File: src/hdl/aur_pkg.sv
// holds the register map, field positions and timing constants of the receiver
// assumes a plain address/strobe register port and one 50 MHz clock
package aur_pkg;
	// ----------------------------------------------------------------
	// register offsets
	// ----------------------------------------------------------------
	localparam logic [2:0] OFF_RX_STATUS = 3'h0;
	localparam logic [2:0] OFF_RX_DATA   = 3'h1;
	localparam logic [2:0] OFF_TX_STATUS = 3'h2;
	localparam logic [2:0] OFF_BAUD_CTL  = 3'h3;
	localparam logic [2:0] OFF_DIV_HIGH  = 3'h4;
	localparam logic [2:0] OFF_DIV_LOW   = 3'h5;
	localparam logic [2:0] OFF_IRQ_CTL   = 3'h6;
	localparam logic [2:0] OFF_IRQ_FLAG  = 3'h7;
	// ----------------------------------------------------------------
	// receive status/control fields
	// ----------------------------------------------------------------
	localparam int B_PORT_EN   = 7;
	localparam int B_NINTH_EN  = 6;
	localparam int B_CONT_EN   = 4;
	localparam int B_ADDR_EN   = 3;
	localparam int B_FRAME_ERR = 2;
	localparam int B_OVERRUN   = 1;
	localparam int B_NINTH_BIT = 0;
	// transmit status/control and baud control fields
	localparam int B_SYNC_SEL  = 4;
	localparam int B_HIGH_SPD  = 2;
	localparam int B_WIDE_DIV  = 3;
	// interrupt control fields; flag register holds flag/enable/priority
	localparam int B_GLOBAL_IE = 7;
	localparam int B_PERIPH_IE = 6;
	localparam int B_RX_FLAG   = 0;
	localparam int B_RX_IE     = 1;
	localparam int B_RX_PRIO   = 2;
	// ----------------------------------------------------------------
	// reset values and timing
	// ----------------------------------------------------------------
	localparam logic [7:0] RST_REG      = 8'h00;
	localparam int         OVERSAMPLE   = 16;
	localparam int         SAMPLE_POINT = 7;
	localparam int         DATA_BITS    = 9;
endpackage

File: src/hdl/aur_receiver.sv
// asynchronous serial receiver with 9-bit address detect
// assumes a one-cycle read/write strobe register port, one clock
// Function
// - recovery stage oversamples line at 16x
// - shift register steps once per bit
// - receive pin drives the recovery stage
// - bit rate from divisor and select bits
// - runs when port enabled, sync clear
// - nine-bit characters when ninth enable set
// - accept characters only while continuous enable
// - completion sets flag; request needs enable
// - status shows ninth bit and errors
// - data read returns low eight bits
// - clearing continuous enable clears errors
// - address detect active in nine-bit mode
// - detect off: every character loaded, flagged
// - priority bit selects interrupt level
// - request needs global and peripheral enables
// - start, eight/nine data, one stop
// - least significant bit first
// - generator runs at 16x or 64x
//
// Implementation choices: the address map and the strobed register port.
`timescale 1ns/1ps
module aur_receiver (
	input  wire logic       clock,
	input  wire logic       rst,
	input  wire logic       serialInPin,
	input  wire logic [2:0] regAddr,
	input  wire logic [7:0] regWrData,
	input  wire logic       regWr,
	input  wire logic       regRd,
	output logic      [7:0] regRdData,
	output logic            irqHigh,
	output logic            irqLow
);
	import aur_pkg::*;

	typedef enum logic [1:0] {IDLE, START, DATA, STOP} aur_state_t;

	// ----------------------------------------------------------------
	// registers
	// ----------------------------------------------------------------
	logic [7:0] rxCtl_q;
	logic [7:0] txCtl_q;
	logic [7:0] baudCtl_q;
	logic [7:0] divHigh_q;
	logic [7:0] divLow_q;
	logic [7:0] irqCtl_q;
	logic       rxIe_q;
	logic       rxPrio_q;
	logic       frameErr_q;
	logic       overrun_q;
	logic       full_q;
	logic [8:0] buf_q;
	logic [8:0] shift_q;
	logic [3:0] bitCnt_q;
	aur_state_t state_q;

	logic       run;
	logic       tick;
	logic       startSeen;
	logic       bitStrobe;
	logic       bitValue;
	logic       ninthMode;
	logic [3:0] lastBit;
	logic       charDone;
	logic       keep;
	logic [8:0] charWord;
	logic       dataRead;
	logic       frameEnd;

	// ----------------------------------------------------------------
	// mode decode
	// ----------------------------------------------------------------
	assign run = rxCtl_q[B_PORT_EN] && !txCtl_q[B_SYNC_SEL]
		&& rxCtl_q[B_CONT_EN];
	assign ninthMode = rxCtl_q[B_NINTH_EN];
	assign lastBit = ninthMode ? 4'h8 : 4'h7;
	assign dataRead = regRd && regAddr == OFF_RX_DATA;
	// the recovery stage is dropped for one cycle at the end of each frame;
	// otherwise it free-runs and never rearms for the next start edge
	assign frameEnd = bitStrobe && (state_q == STOP
		|| (state_q == START && bitValue));

	aur_baud_gen #(
		.DIV_W(16)
	) u_baud (
		.clock    (clock),
		.rst      (rst),
		.run      (run),
		.divisor  ({divHigh_q, divLow_q}),
		.highSpeed(txCtl_q[B_HIGH_SPD]),
		.wideDiv  (baudCtl_q[B_WIDE_DIV]),
		.tick     (tick)
	);

	aur_recovery u_recovery (
		.clock    (clock),
		.rst      (rst),
		.run      (run && !frameEnd),
		.tick     (tick),
		.lineIn   (serialInPin),
		.startSeen(startSeen),
		.bitStrobe(bitStrobe),
		.bitValue (bitValue)
	);

	// ----------------------------------------------------------------
	// character framing
	// ----------------------------------------------------------------
	always_ff @(posedge clock or posedge rst) begin
		if (rst) begin
			state_q  <= IDLE;
			bitCnt_q <= '0;
		end else if (!run) begin
			state_q  <= IDLE;
			bitCnt_q <= '0;
		end else begin
			unique case (state_q)
				IDLE: begin
					if (startSeen) begin
						state_q <= START;
					end
				end
				START: begin
					if (bitStrobe) begin
						// a high start sample is a glitch, not a character
						state_q  <= bitValue ? IDLE : DATA;
						bitCnt_q <= '0;
					end
				end
				DATA: begin
					if (bitStrobe) begin
						bitCnt_q <= bitCnt_q + 1'b1;
						if (bitCnt_q == lastBit) begin
							state_q <= STOP;
						end
					end
				end
				STOP: begin
					if (bitStrobe) begin
						state_q <= IDLE;
					end
				end
			endcase
		end
	end

	// shifts once per recovered bit, not on the 16x tick
	always_ff @(posedge clock or posedge rst) begin
		if (rst) begin
			shift_q <= '0;
		end else if (state_q == DATA && bitStrobe) begin
			shift_q <= {bitValue, shift_q[8:1]};
		end
	end

	assign charDone = run && state_q == STOP && bitStrobe;
	assign charWord = ninthMode ? shift_q : {1'b0, shift_q[8:1]};
	// address detect only counts in nine-bit mode
	assign keep = !(ninthMode && rxCtl_q[B_ADDR_EN])
		|| charWord[8];

	// ----------------------------------------------------------------
	// receive buffer and flags
	// ----------------------------------------------------------------
	always_ff @(posedge clock or posedge rst) begin
		if (rst) begin
			buf_q  <= '0;
			full_q <= 1'b0;
		end else if (charDone && keep && !full_q) begin
			buf_q  <= charWord;
			full_q <= 1'b1;
		end else if (dataRead) begin
			full_q <= 1'b0;
		end
	end

	// a new character arriving as the buffer is read still counts as full
	always_ff @(posedge clock or posedge rst) begin
		if (rst) begin
			frameErr_q <= 1'b0;
			overrun_q  <= 1'b0;
		end else if (!rxCtl_q[B_CONT_EN]) begin
			frameErr_q <= 1'b0;
			overrun_q  <= 1'b0;
		end else if (charDone && keep) begin
			if (!full_q) begin
				frameErr_q <= !bitValue;
			end else begin
				overrun_q <= 1'b1;
			end
		end
	end

	// ----------------------------------------------------------------
	// register writes
	// ----------------------------------------------------------------
	always_ff @(posedge clock or posedge rst) begin
		if (rst) begin
			rxCtl_q   <= RST_REG;
			txCtl_q   <= RST_REG;
			baudCtl_q <= RST_REG;
			divHigh_q <= RST_REG;
			divLow_q  <= RST_REG;
			irqCtl_q  <= RST_REG;
			rxIe_q    <= 1'b0;
			rxPrio_q  <= 1'b0;
		end else if (regWr) begin
			unique case (regAddr)
				OFF_RX_STATUS: rxCtl_q   <= regWrData;
				OFF_TX_STATUS: txCtl_q   <= regWrData;
				OFF_BAUD_CTL:  baudCtl_q <= regWrData;
				OFF_DIV_HIGH:  divHigh_q <= regWrData;
				OFF_DIV_LOW:   divLow_q  <= regWrData;
				OFF_IRQ_CTL:   irqCtl_q  <= regWrData;
				OFF_IRQ_FLAG: begin
					rxIe_q   <= regWrData[B_RX_IE];
					rxPrio_q <= regWrData[B_RX_PRIO];
				end
				default: ;
			endcase
		end
	end

	// ----------------------------------------------------------------
	// read port, data in the cycle after the strobe
	// ----------------------------------------------------------------
	always_ff @(posedge clock or posedge rst) begin
		if (rst) begin
			regRdData <= '0;
		end else if (regRd) begin
			unique case (regAddr)
				OFF_RX_STATUS: regRdData <= {rxCtl_q[7:3], frameErr_q,
					overrun_q, buf_q[8] & ninthMode};
				OFF_RX_DATA:   regRdData <= buf_q[7:0];
				OFF_TX_STATUS: regRdData <= txCtl_q;
				OFF_BAUD_CTL:  regRdData <= baudCtl_q;
				OFF_DIV_HIGH:  regRdData <= divHigh_q;
				OFF_DIV_LOW:   regRdData <= divLow_q;
				OFF_IRQ_CTL:   regRdData <= irqCtl_q;
				OFF_IRQ_FLAG:  regRdData <= {5'h00, rxPrio_q, rxIe_q, full_q};
				default:       regRdData <= '0;
			endcase
		end else begin
			regRdData <= '0;
		end
	end

	// ----------------------------------------------------------------
	// interrupt request, level split by priority
	// ----------------------------------------------------------------
	always_ff @(posedge clock or posedge rst) begin
		if (rst) begin
			irqHigh <= 1'b0;
			irqLow  <= 1'b0;
		end else begin
			irqHigh <= full_q && rxIe_q && irqCtl_q[B_GLOBAL_IE]
				&& irqCtl_q[B_PERIPH_IE] && rxPrio_q;
			irqLow  <= full_q && rxIe_q && irqCtl_q[B_GLOBAL_IE]
				&& irqCtl_q[B_PERIPH_IE] && !rxPrio_q;
		end
	end
endmodule

File: src/hdl/aur_baud_gen.sv
// baud generator: one tick at 16x the bit rate for the recovery stage
// assumes divisor and select bits are stable while reception runs
`timescale 1ns/1ps
module aur_baud_gen #(
	parameter int DIV_W = 16
) (
	input  wire logic             clock,
	input  wire logic             rst,
	input  wire logic             run,
	input  wire logic [DIV_W-1:0] divisor,
	input  wire logic             highSpeed,
	input  wire logic             wideDiv,
	output logic                  tick
);
	import aur_pkg::*;

	logic [DIV_W-1:0] count_q;
	logic [1:0]       pre_q;
	logic             slow;
	logic             wrap;

	// slow path needs 64x prescale, folded down to 16x by a 4:1 stage
	assign slow = !highSpeed && !wideDiv;
	assign wrap = (count_q == '0);

	always_ff @(posedge clock or posedge rst) begin
		if (rst) begin
			count_q <= '0;
		end else if (!run || wrap) begin
			count_q <= wideDiv ? divisor : DIV_W'(divisor[7:0]);
		end else begin
			count_q <= count_q - 1'b1;
		end
	end

	always_ff @(posedge clock or posedge rst) begin
		if (rst) begin
			pre_q <= '0;
		end else if (!run) begin
			pre_q <= '0;
		end else if (wrap) begin
			pre_q <= pre_q + 1'b1;
		end
	end

	always_comb begin
		tick = run && wrap && (!slow || pre_q == 2'h3);
	end
endmodule

File: src/hdl/aur_recovery.sv
// data recovery: oversamples the line and yields one sampled bit per bit time
// assumes the line input is synchronous to clock
`timescale 1ns/1ps
module aur_recovery (
	input  wire logic clock,
	input  wire logic rst,
	input  wire logic run,
	input  wire logic tick,
	input  wire logic lineIn,
	output logic      startSeen,
	output logic      bitStrobe,
	output logic      bitValue
);
	import aur_pkg::*;

	logic [3:0] phase_q;
	logic       busy_q;
	logic       line_q;
	logic [2:0] vote_q;
	logic       mid;

	assign mid = tick && busy_q && phase_q == 4'(SAMPLE_POINT);

	// falling edge starts the bit clock; the start bit itself is checked
	always_ff @(posedge clock or posedge rst) begin
		if (rst) begin
			line_q <= 1'b1;
		end else begin
			line_q <= lineIn;
		end
	end

	assign startSeen = run && !busy_q && line_q && !lineIn;

	always_ff @(posedge clock or posedge rst) begin
		if (rst) begin
			busy_q  <= 1'b0;
			phase_q <= '0;
		end else if (!run) begin
			busy_q  <= 1'b0;
			phase_q <= '0;
		end else if (startSeen) begin
			busy_q  <= 1'b1;
			phase_q <= '0;
		end else if (tick && busy_q) begin
			phase_q <= phase_q + 1'b1;
		end
	end

	// three samples around mid-bit; majority vote rejects a glitch
	always_ff @(posedge clock or posedge rst) begin
		if (rst) begin
			vote_q <= 3'h7;
		end else if (tick && busy_q) begin
			vote_q <= {vote_q[1:0], lineIn};
		end
	end

	assign bitStrobe = mid;
	assign bitValue  = (vote_q[0] & vote_q[1]) | (vote_q[1] & lineIn)
		| (vote_q[0] & lineIn);
endmodule

File: config.mk
export PLATFORM = sky130hd
export DESIGN_NAME = aur_receiver
export DESIGN_NICKNAME = d
export VERILOG_FILES = /design/src/hdl/aur_pkg.sv /design/src/hdl/aur_receiver.sv /design/src/hdl/aur_baud_gen.sv /design/src/hdl/aur_recovery.sv
export SDC_FILE = /design/constraint.sdc
export NUM_CORES = 1
export LEC_CHECK = 0
export ABC_CLOCK_PERIOD_IN_PS = 3900
export BUFFER_PORTS_ARGS = -buffer_cell sky130_fd_sc_hd__buf_2
export CORE_ASPECT_RATIO = 2
export CORE_MARGIN = 4
export CORE_UTILIZATION = 23
export DETAILED_ROUTE_END_ITERATION = 8
export HOLD_SLACK_MARGIN = 0.02
export MAX_ROUTING_LAYER = met4
export PLACE_DENSITY = 0.38
export SLEW_MARGIN = 20
export SYNTH_ARGS = -nofsm -noshare
export SYNTH_HDL_FRONTEND = slang
export SYNTH_SLANG_ARGS = --single-unit
File: constraint.sdc
create_clock -name clock -period 3.9 [get_ports clock]
set_input_delay 0.39 -clock clock [delete_from_list [all_inputs] [get_ports clock]]
set_output_delay 0.39 -clock clock [all_outputs]
set_load 0.02 [all_outputs]
# Word-level counts from Yosys, hierarchy flattened
# Cells that the tools add are included.
[word_totals]
register_bits = 113
elab_cells = 148
out_inout_bits = 10
input_bits = 16
[classes]
addsub = 4
n_eq_ne = 25
reduce_logical = 56
n_mux = 33
bitwise_logic = 6
[op_table]
columns = ["op", "count"]
rows = [
  ["one-hot mux 8 bit (8 select lines)", 1],
  ["two-way mux 16 bit", 2],
  ["two-way mux 4 bit", 7],
  ["logical AND 1 bit", 25],
  ["two-way mux 2 bit", 9],
  ["!= test 3 bit, second input constant", 6],
  ["AND reduction 2 bit", 9],
  ["zero test 16 bit", 1],
  ["subtractor 16 x 1 -> 16 bit, second input constant", 1],
  ["equality test 3 bit, second input constant", 4],
  ["zero test 1 bit", 12],
  ["two-way mux 1 bit", 10],
  ["two-way mux 9 bit", 1],
  ["adder 4 x 1 -> 4 bit, second input constant", 2],
  ["two-way mux 8 bit", 1],
  ["one-hot mux 2 bit (4 select lines)", 1],
  ["one-hot mux 4 bit (2 select lines)", 1],
  ["equality test 2 bit, second input constant", 3],
  ["equality test 3 x 2 -> 1 bit, second input constant", 2],
  ["!= test 2 x 1 -> 1 bit, second input constant", 3],
  ["AND reduction 5 bit", 1],
  ["bitwise AND 1 bit", 4],
  ["equality test 4 x 3 -> 1 bit, second input constant", 1],
  ["equality test 4 bit", 1],
  ["other kinds (11)", 16],
]

# Longest topological paths before layout
[logic_depth]
depth_word = 16
ltp_mapped = 9
mapped_depth_nobuf = 7

# By module
# A second synthesis with hierarchy kept.
[unflattened]
cells_unflattened = 458
hier_area_um2 = 5437.7
[by_module_without_submodules]
columns = ["module", "cells_each", "area_each_um2", "seq_area_each_um2", "n_inst"]
rows = [
  ["aur_receiver", 328, 3968.8, 2102.0, 1],
  ["aur_baud_gen", 97, 1101.1, 450.4, 1],
  ["aur_recovery", 33, 367.9, 203.9, 1],
]

# Worst setup path before layout
# No wires, ideal clock.
[synth_path]
path_kind = "register to register"
from = "reg u_baud.count_q[0]"
to = "reg bitCnt_q[2]"
setup_slack_ps = 1431
synth_period_minus_slack_ps = 2469
setup_time_ps = 122
required_time_ps = 3778
path_buffers = 1
stages_incl_launch_ff = 9
t_arrival_ps = 2347
path_cell_list = "dfrtp_1 inv_1 ha_1 or3b_1 or3_1 buf_2 nor4_4 o21ai_1 a32o_1"
[synth_between]
elab_chain_cells = 7
elab_cells_between_ends = 8
classes_between = "eq/ne: 2; reduce/logical: 6"
[synth_rtl]
columns = ["item", "line_no", "source"]
rows = [
  ["from (decl)", "aur_baud_gen.sv:17", "logic [DIV_W-1:0] count_q;"],
  ["from (signal assigned)", "aur_baud_gen.sv:30", "count_q <= wideDiv ? divisor : DIV_W'(divisor[7:0]);"],
  ["from (signal assigned)", "aur_baud_gen.sv:32", "count_q <= count_q - 1'b1;"],
  ["zero test 16 bit *", "aur_baud_gen.sv:24", "assign wrap = (count_q == '0);"],
  ["logical AND 1 bit * (2 in a row)", "aur_baud_gen.sv:47", "tick = run && wrap && (!slow || pre_q == 2'h3);"],
  ["logical AND 1 bit * (2 in a row)", "aur_recovery.sv:22", "assign mid = tick && busy_q && phase_q == 4'(SAMPLE_POINT);"],
  ["!= test 3 bit (no source line)", "--", ""],
  ["AND reduction 3 bit (no source line) *", "--", ""],
  ["to (signal assigned)", "aur_receiver.sv:135", "bitCnt_q <= bitCnt_q + 1'b1;"],
  ["to (decl)", "aur_receiver.sv:57", "logic [3:0] bitCnt_q;"],
]
# Every way passes the cells marked *; elsewhere a longest branch is shown, timed or not.
# A chain may end at the register's enable or synchronous reset.

# Final worst setup path
[layout_path]
from = "reg u_baud.count_q[0]"
to = "reg frameErr_q"
[layout_between]
elab_chain_cells = 9
[layout_rtl]
columns = ["item", "line_no", "source"]
rows = [
  ["zero test 16 bit", "aur_baud_gen.sv:24", ""],
  ["logical AND 1 bit (2 in a row)", "aur_baud_gen.sv:47", ""],
  ["logical AND 1 bit (2 in a row)", "aur_recovery.sv:22", ""],
  ["logical AND 1 bit", "aur_receiver.sv:159", "assign charDone = run && state_q == STOP && bitStrobe;"],
  ["logical AND 1 bit", "aur_receiver.sv:188", "end else if (charDone && keep) begin"],
  ["!= test 2 x 1 -> 1 bit (no source line)", "--", ""],
  ["AND reduction 2 bit (no source line)", "--", ""],
  ["to (signal assigned)", "aur_receiver.sv:190", "frameErr_q <= !bitValue;"],
  ["to (decl)", "aur_receiver.sv:52", "logic frameErr_q;"],
]
# Every way passes these cells.

==> results.toml <==
[run_status]
outcome = "completed"

[finish]
utilization = 0.269
nets = 505
fin_cells = 766
fin_area_mm2 = 0.00599
area_growth_pct = 14.4
final_common_cell = "dfrtp_1"
drive_above_1_share = 0.245
antenna_cells = 0
mostFrequentLayoutCells = "107 x dfrtp_1, 57 x mux2_2, 31 x o21ai_0"

[synthesis]
ys_ff_latch = 110
synth-main-ff-cell = "dfrtp_1"
yosysSeqAreaShare = 0.527
synth_edf_count = 0
synth_top_area_share = 0.512
syn_nets = 486
synth_area_per_cell_um2 = 11.2
async_flop_share = 1.00
synth.distinct_cells = 57
ys_top_cells_by_area = "dfrtp_1 51%, mux2_2 12%, mux2i_1 4.0%, o21ai_0 3.0%, xnor2_1 2.2%"
synth_warnings = 0
synthesis.area_mm2 = 0.00523
yosys.area.top_type = "dfrtp_1"
synthCells = 466

[drt]
num_vias = 3678
drcViolationCount = 0
avgRoutedWirePerCell_um = 18.6
drt_first_pass_iters = 4
via_per_inst = 4.80
drt-total-wl_um = 14200
drt-initial-drc-count = 178
ant_nets = 0

[clock_network]
cts_buffers = 9
post_cts_resized = 0
htreeDepth = 3
root_buffer = "clkbuf_16"
cts_buffer_depth = 2
clock_latency_ps = 360
cts_hold_buffers = 0
path_clk_slew_ps = 70
clock-sinks = 110
cts_setup_buffers = 0
cts_tree = "done"

[sta]
final_min_period_over_clock_period = 0.768
hold_viol_final = 0
setup-tns-final_ps = 0
max_freq_mhz = 334
setup_viol_count_final = 0
finClkSkew_ps = 5.71
slew_headroom = 0.480
post-route-min-period_ps = 3000
final_max_slew_viol_count = 0
tightestPinTransition_ps = 775
hold_ws_ps = 106
grt_setup_unrepaired = "no"

[grt]
grt_pass1_vias = 3918
antenna_found_initial = 0
grt_max_degree = 48
groute.usage.overall = 0.123
grt_overflow = 0
grt_pass1_wl_um = 22900

[setup_path]
slowest_delay_ps = 780
required_ps = 4150
path_class = "reg2reg"
reg2reg_to = "frameErr_q$_DFFE_PP0P_"
crit_path_max_fanout = 13
crit_slowest_cell = "nor4_4"
worstRegToRegCells = 7
cp_data_arrival_time_ps = 3250
cp_num_buf_inv = 1
cp-start-kind = "flop"
cpLargestDelayFamily = "simple AND/OR/NAND/NOR gates"
end_kind = "flop"
r2r-start = "u_baud.count_q[0]$_DFF_PP0_"
r2r_setup_slack_ps = 900
critical_path.cell_chain = "inv_1 -> ha_1 -> or3b_1 -> or3_1 -> nor4_4 -> nand2_2 -> o211a_1"

[floorplan]
die_x_um = 115
start_util = 0.235
dieArea_mm2 = 0.0254
io_pins = 26
die_y_um = 221
core-area_mm2 = 0.0223
num_rows = 77

[flow_run]
maxCapViolCount = 0

[pwr]
ir_drop_mv = 0.282
power_leakage_nw = 2.59
powerDensity_mw_per_mm2 = 495

[placed_design]
place_inst = 750
portBuffers = 25
dp_hpwl_um = 10500
place_area_mm2 = 0.00567
gp_congestion = 0.776

[min_path]
holdCritPathClass = "in2async"
[power breakdown]
group	switching, mW	internal [mW]	total (mW)	leakage, nW
sequential	0.158	1.31	1.46	1.40
clock	0.425	0.579	1.00	0.157
combinational	0.262	0.234	0.496	1.03
[metrics by stage]
step	power, mW	worst slack, ps
after floorplan	1.82	613
after detailed placement	1.99	897
after CTS	3.02	854
after global placement	1.98	981
after global routing	3.13	705
final	2.97	905
[worst max-delay path by stage]
stage	start	to	cells past startpoint
detailed placement	u_baud.count_q[0]$_DFF_PP0_	buf_q[3]$_DFFE_PP0P_	8
finish	u_baud.count_q[0]$_DFF_PP0_	frameErr_q$_DFFE_PP0P_	7
global placement	u_baud.count_q[0]$_DFF_PP0_	frameErr_q$_DFFE_PP0P_	7
global route	u_baud.count_q[0]$_DFF_PP0_	buf_q[3]$_DFFE_PP0P_	8
CTS	u_baud.count_q[0]$_DFF_PP0_	buf_q[3]$_DFFE_PP0P_	8
floorplan	rst	baudCtl_q[0]$_DFFE_PP0P_	1
[synthesized netlist by cell type (3+ instances only)]
cell,n
o31ai_1,3
o21ai_1,6
a21o_1,4
nor2b_1,8
a211oi_1,4
clkbuf_1,21
mux2i_1,21
dfrtp_1,107
a22oi_1,3
xnor2_1,13
nand2_1,29
nor4_1,6
dfstp_2,3
o21ai_0,31
xor2_1,4
nand3_1,17
a21oi_1,19
nor2_1,24
nand4_1,6
inv_1,12
nor3b_1,3
nor3_1,8
ha_1,4
nand3b_1,4
mux2_2,57
a31oi_1,9
or3_1,3
[worst register-to-register path: stages, from the launching register on]
cell,delay [ps]
dfrtp_1,410
inv_1,80
ha_1,170
or3b_1,450
or3_1,540
nor4_4,780
nand2_2,190
o211a_1,260
[layer usage]
metal	vias up	wire length, um	share of wire	track usage
li1	1744	-	-	-
met1	1857	5430	0.38	0.127
met2	54	7940	0.56	0.219
met3	23	287	0.020	0.0230
met4	0	567	0.040	0.0618
met5	-	0	0	-
[logic make-up (layout without fill, tap and decap cells)]
| family | after synthesis | after routing | share of synthesized area |
|---|---|---|---|
| simple gates | 122 | 122 | 0.124 |
| flops | 110 | 110 | 0.527 |
| compound gates | 97 | 97 | 0.116 |
| mux | 79 | 79 | 0.167 |
| buf+inv | 37 | 61 | 0.0285 |
| xor+xnor | 17 | 17 | 0.0285 |
| fa+ha+maj | 4 | 4 | 0.00957 |
[flip-flops by register name, indices dropped and copies added (netlist names), 5 cells and up]
register / count
txCtl_q: 8
buf_q: 9
u_baud.count_q: 16
divLow_q: 8
rxCtl_q: 5
shift_q: 9
irqCtl_q: 8
divHigh_q: 8
baudCtl_q: 8
regRdData: 8
[area by class of cell]
cell class / count / area, um2
Fill cell: 2313 / 16300
Sequential cell: 110 / 2760
Multi-Input combinational cell: 319 / 2340
Tap cell: 276 / 345
Clock buffer: 12 / 246
Timing Repair Buffer: 33 / 185
Clock inverter: 4 / 70.1
Inverter: 12 / 47.5
(Power assumes the default switching activity.)
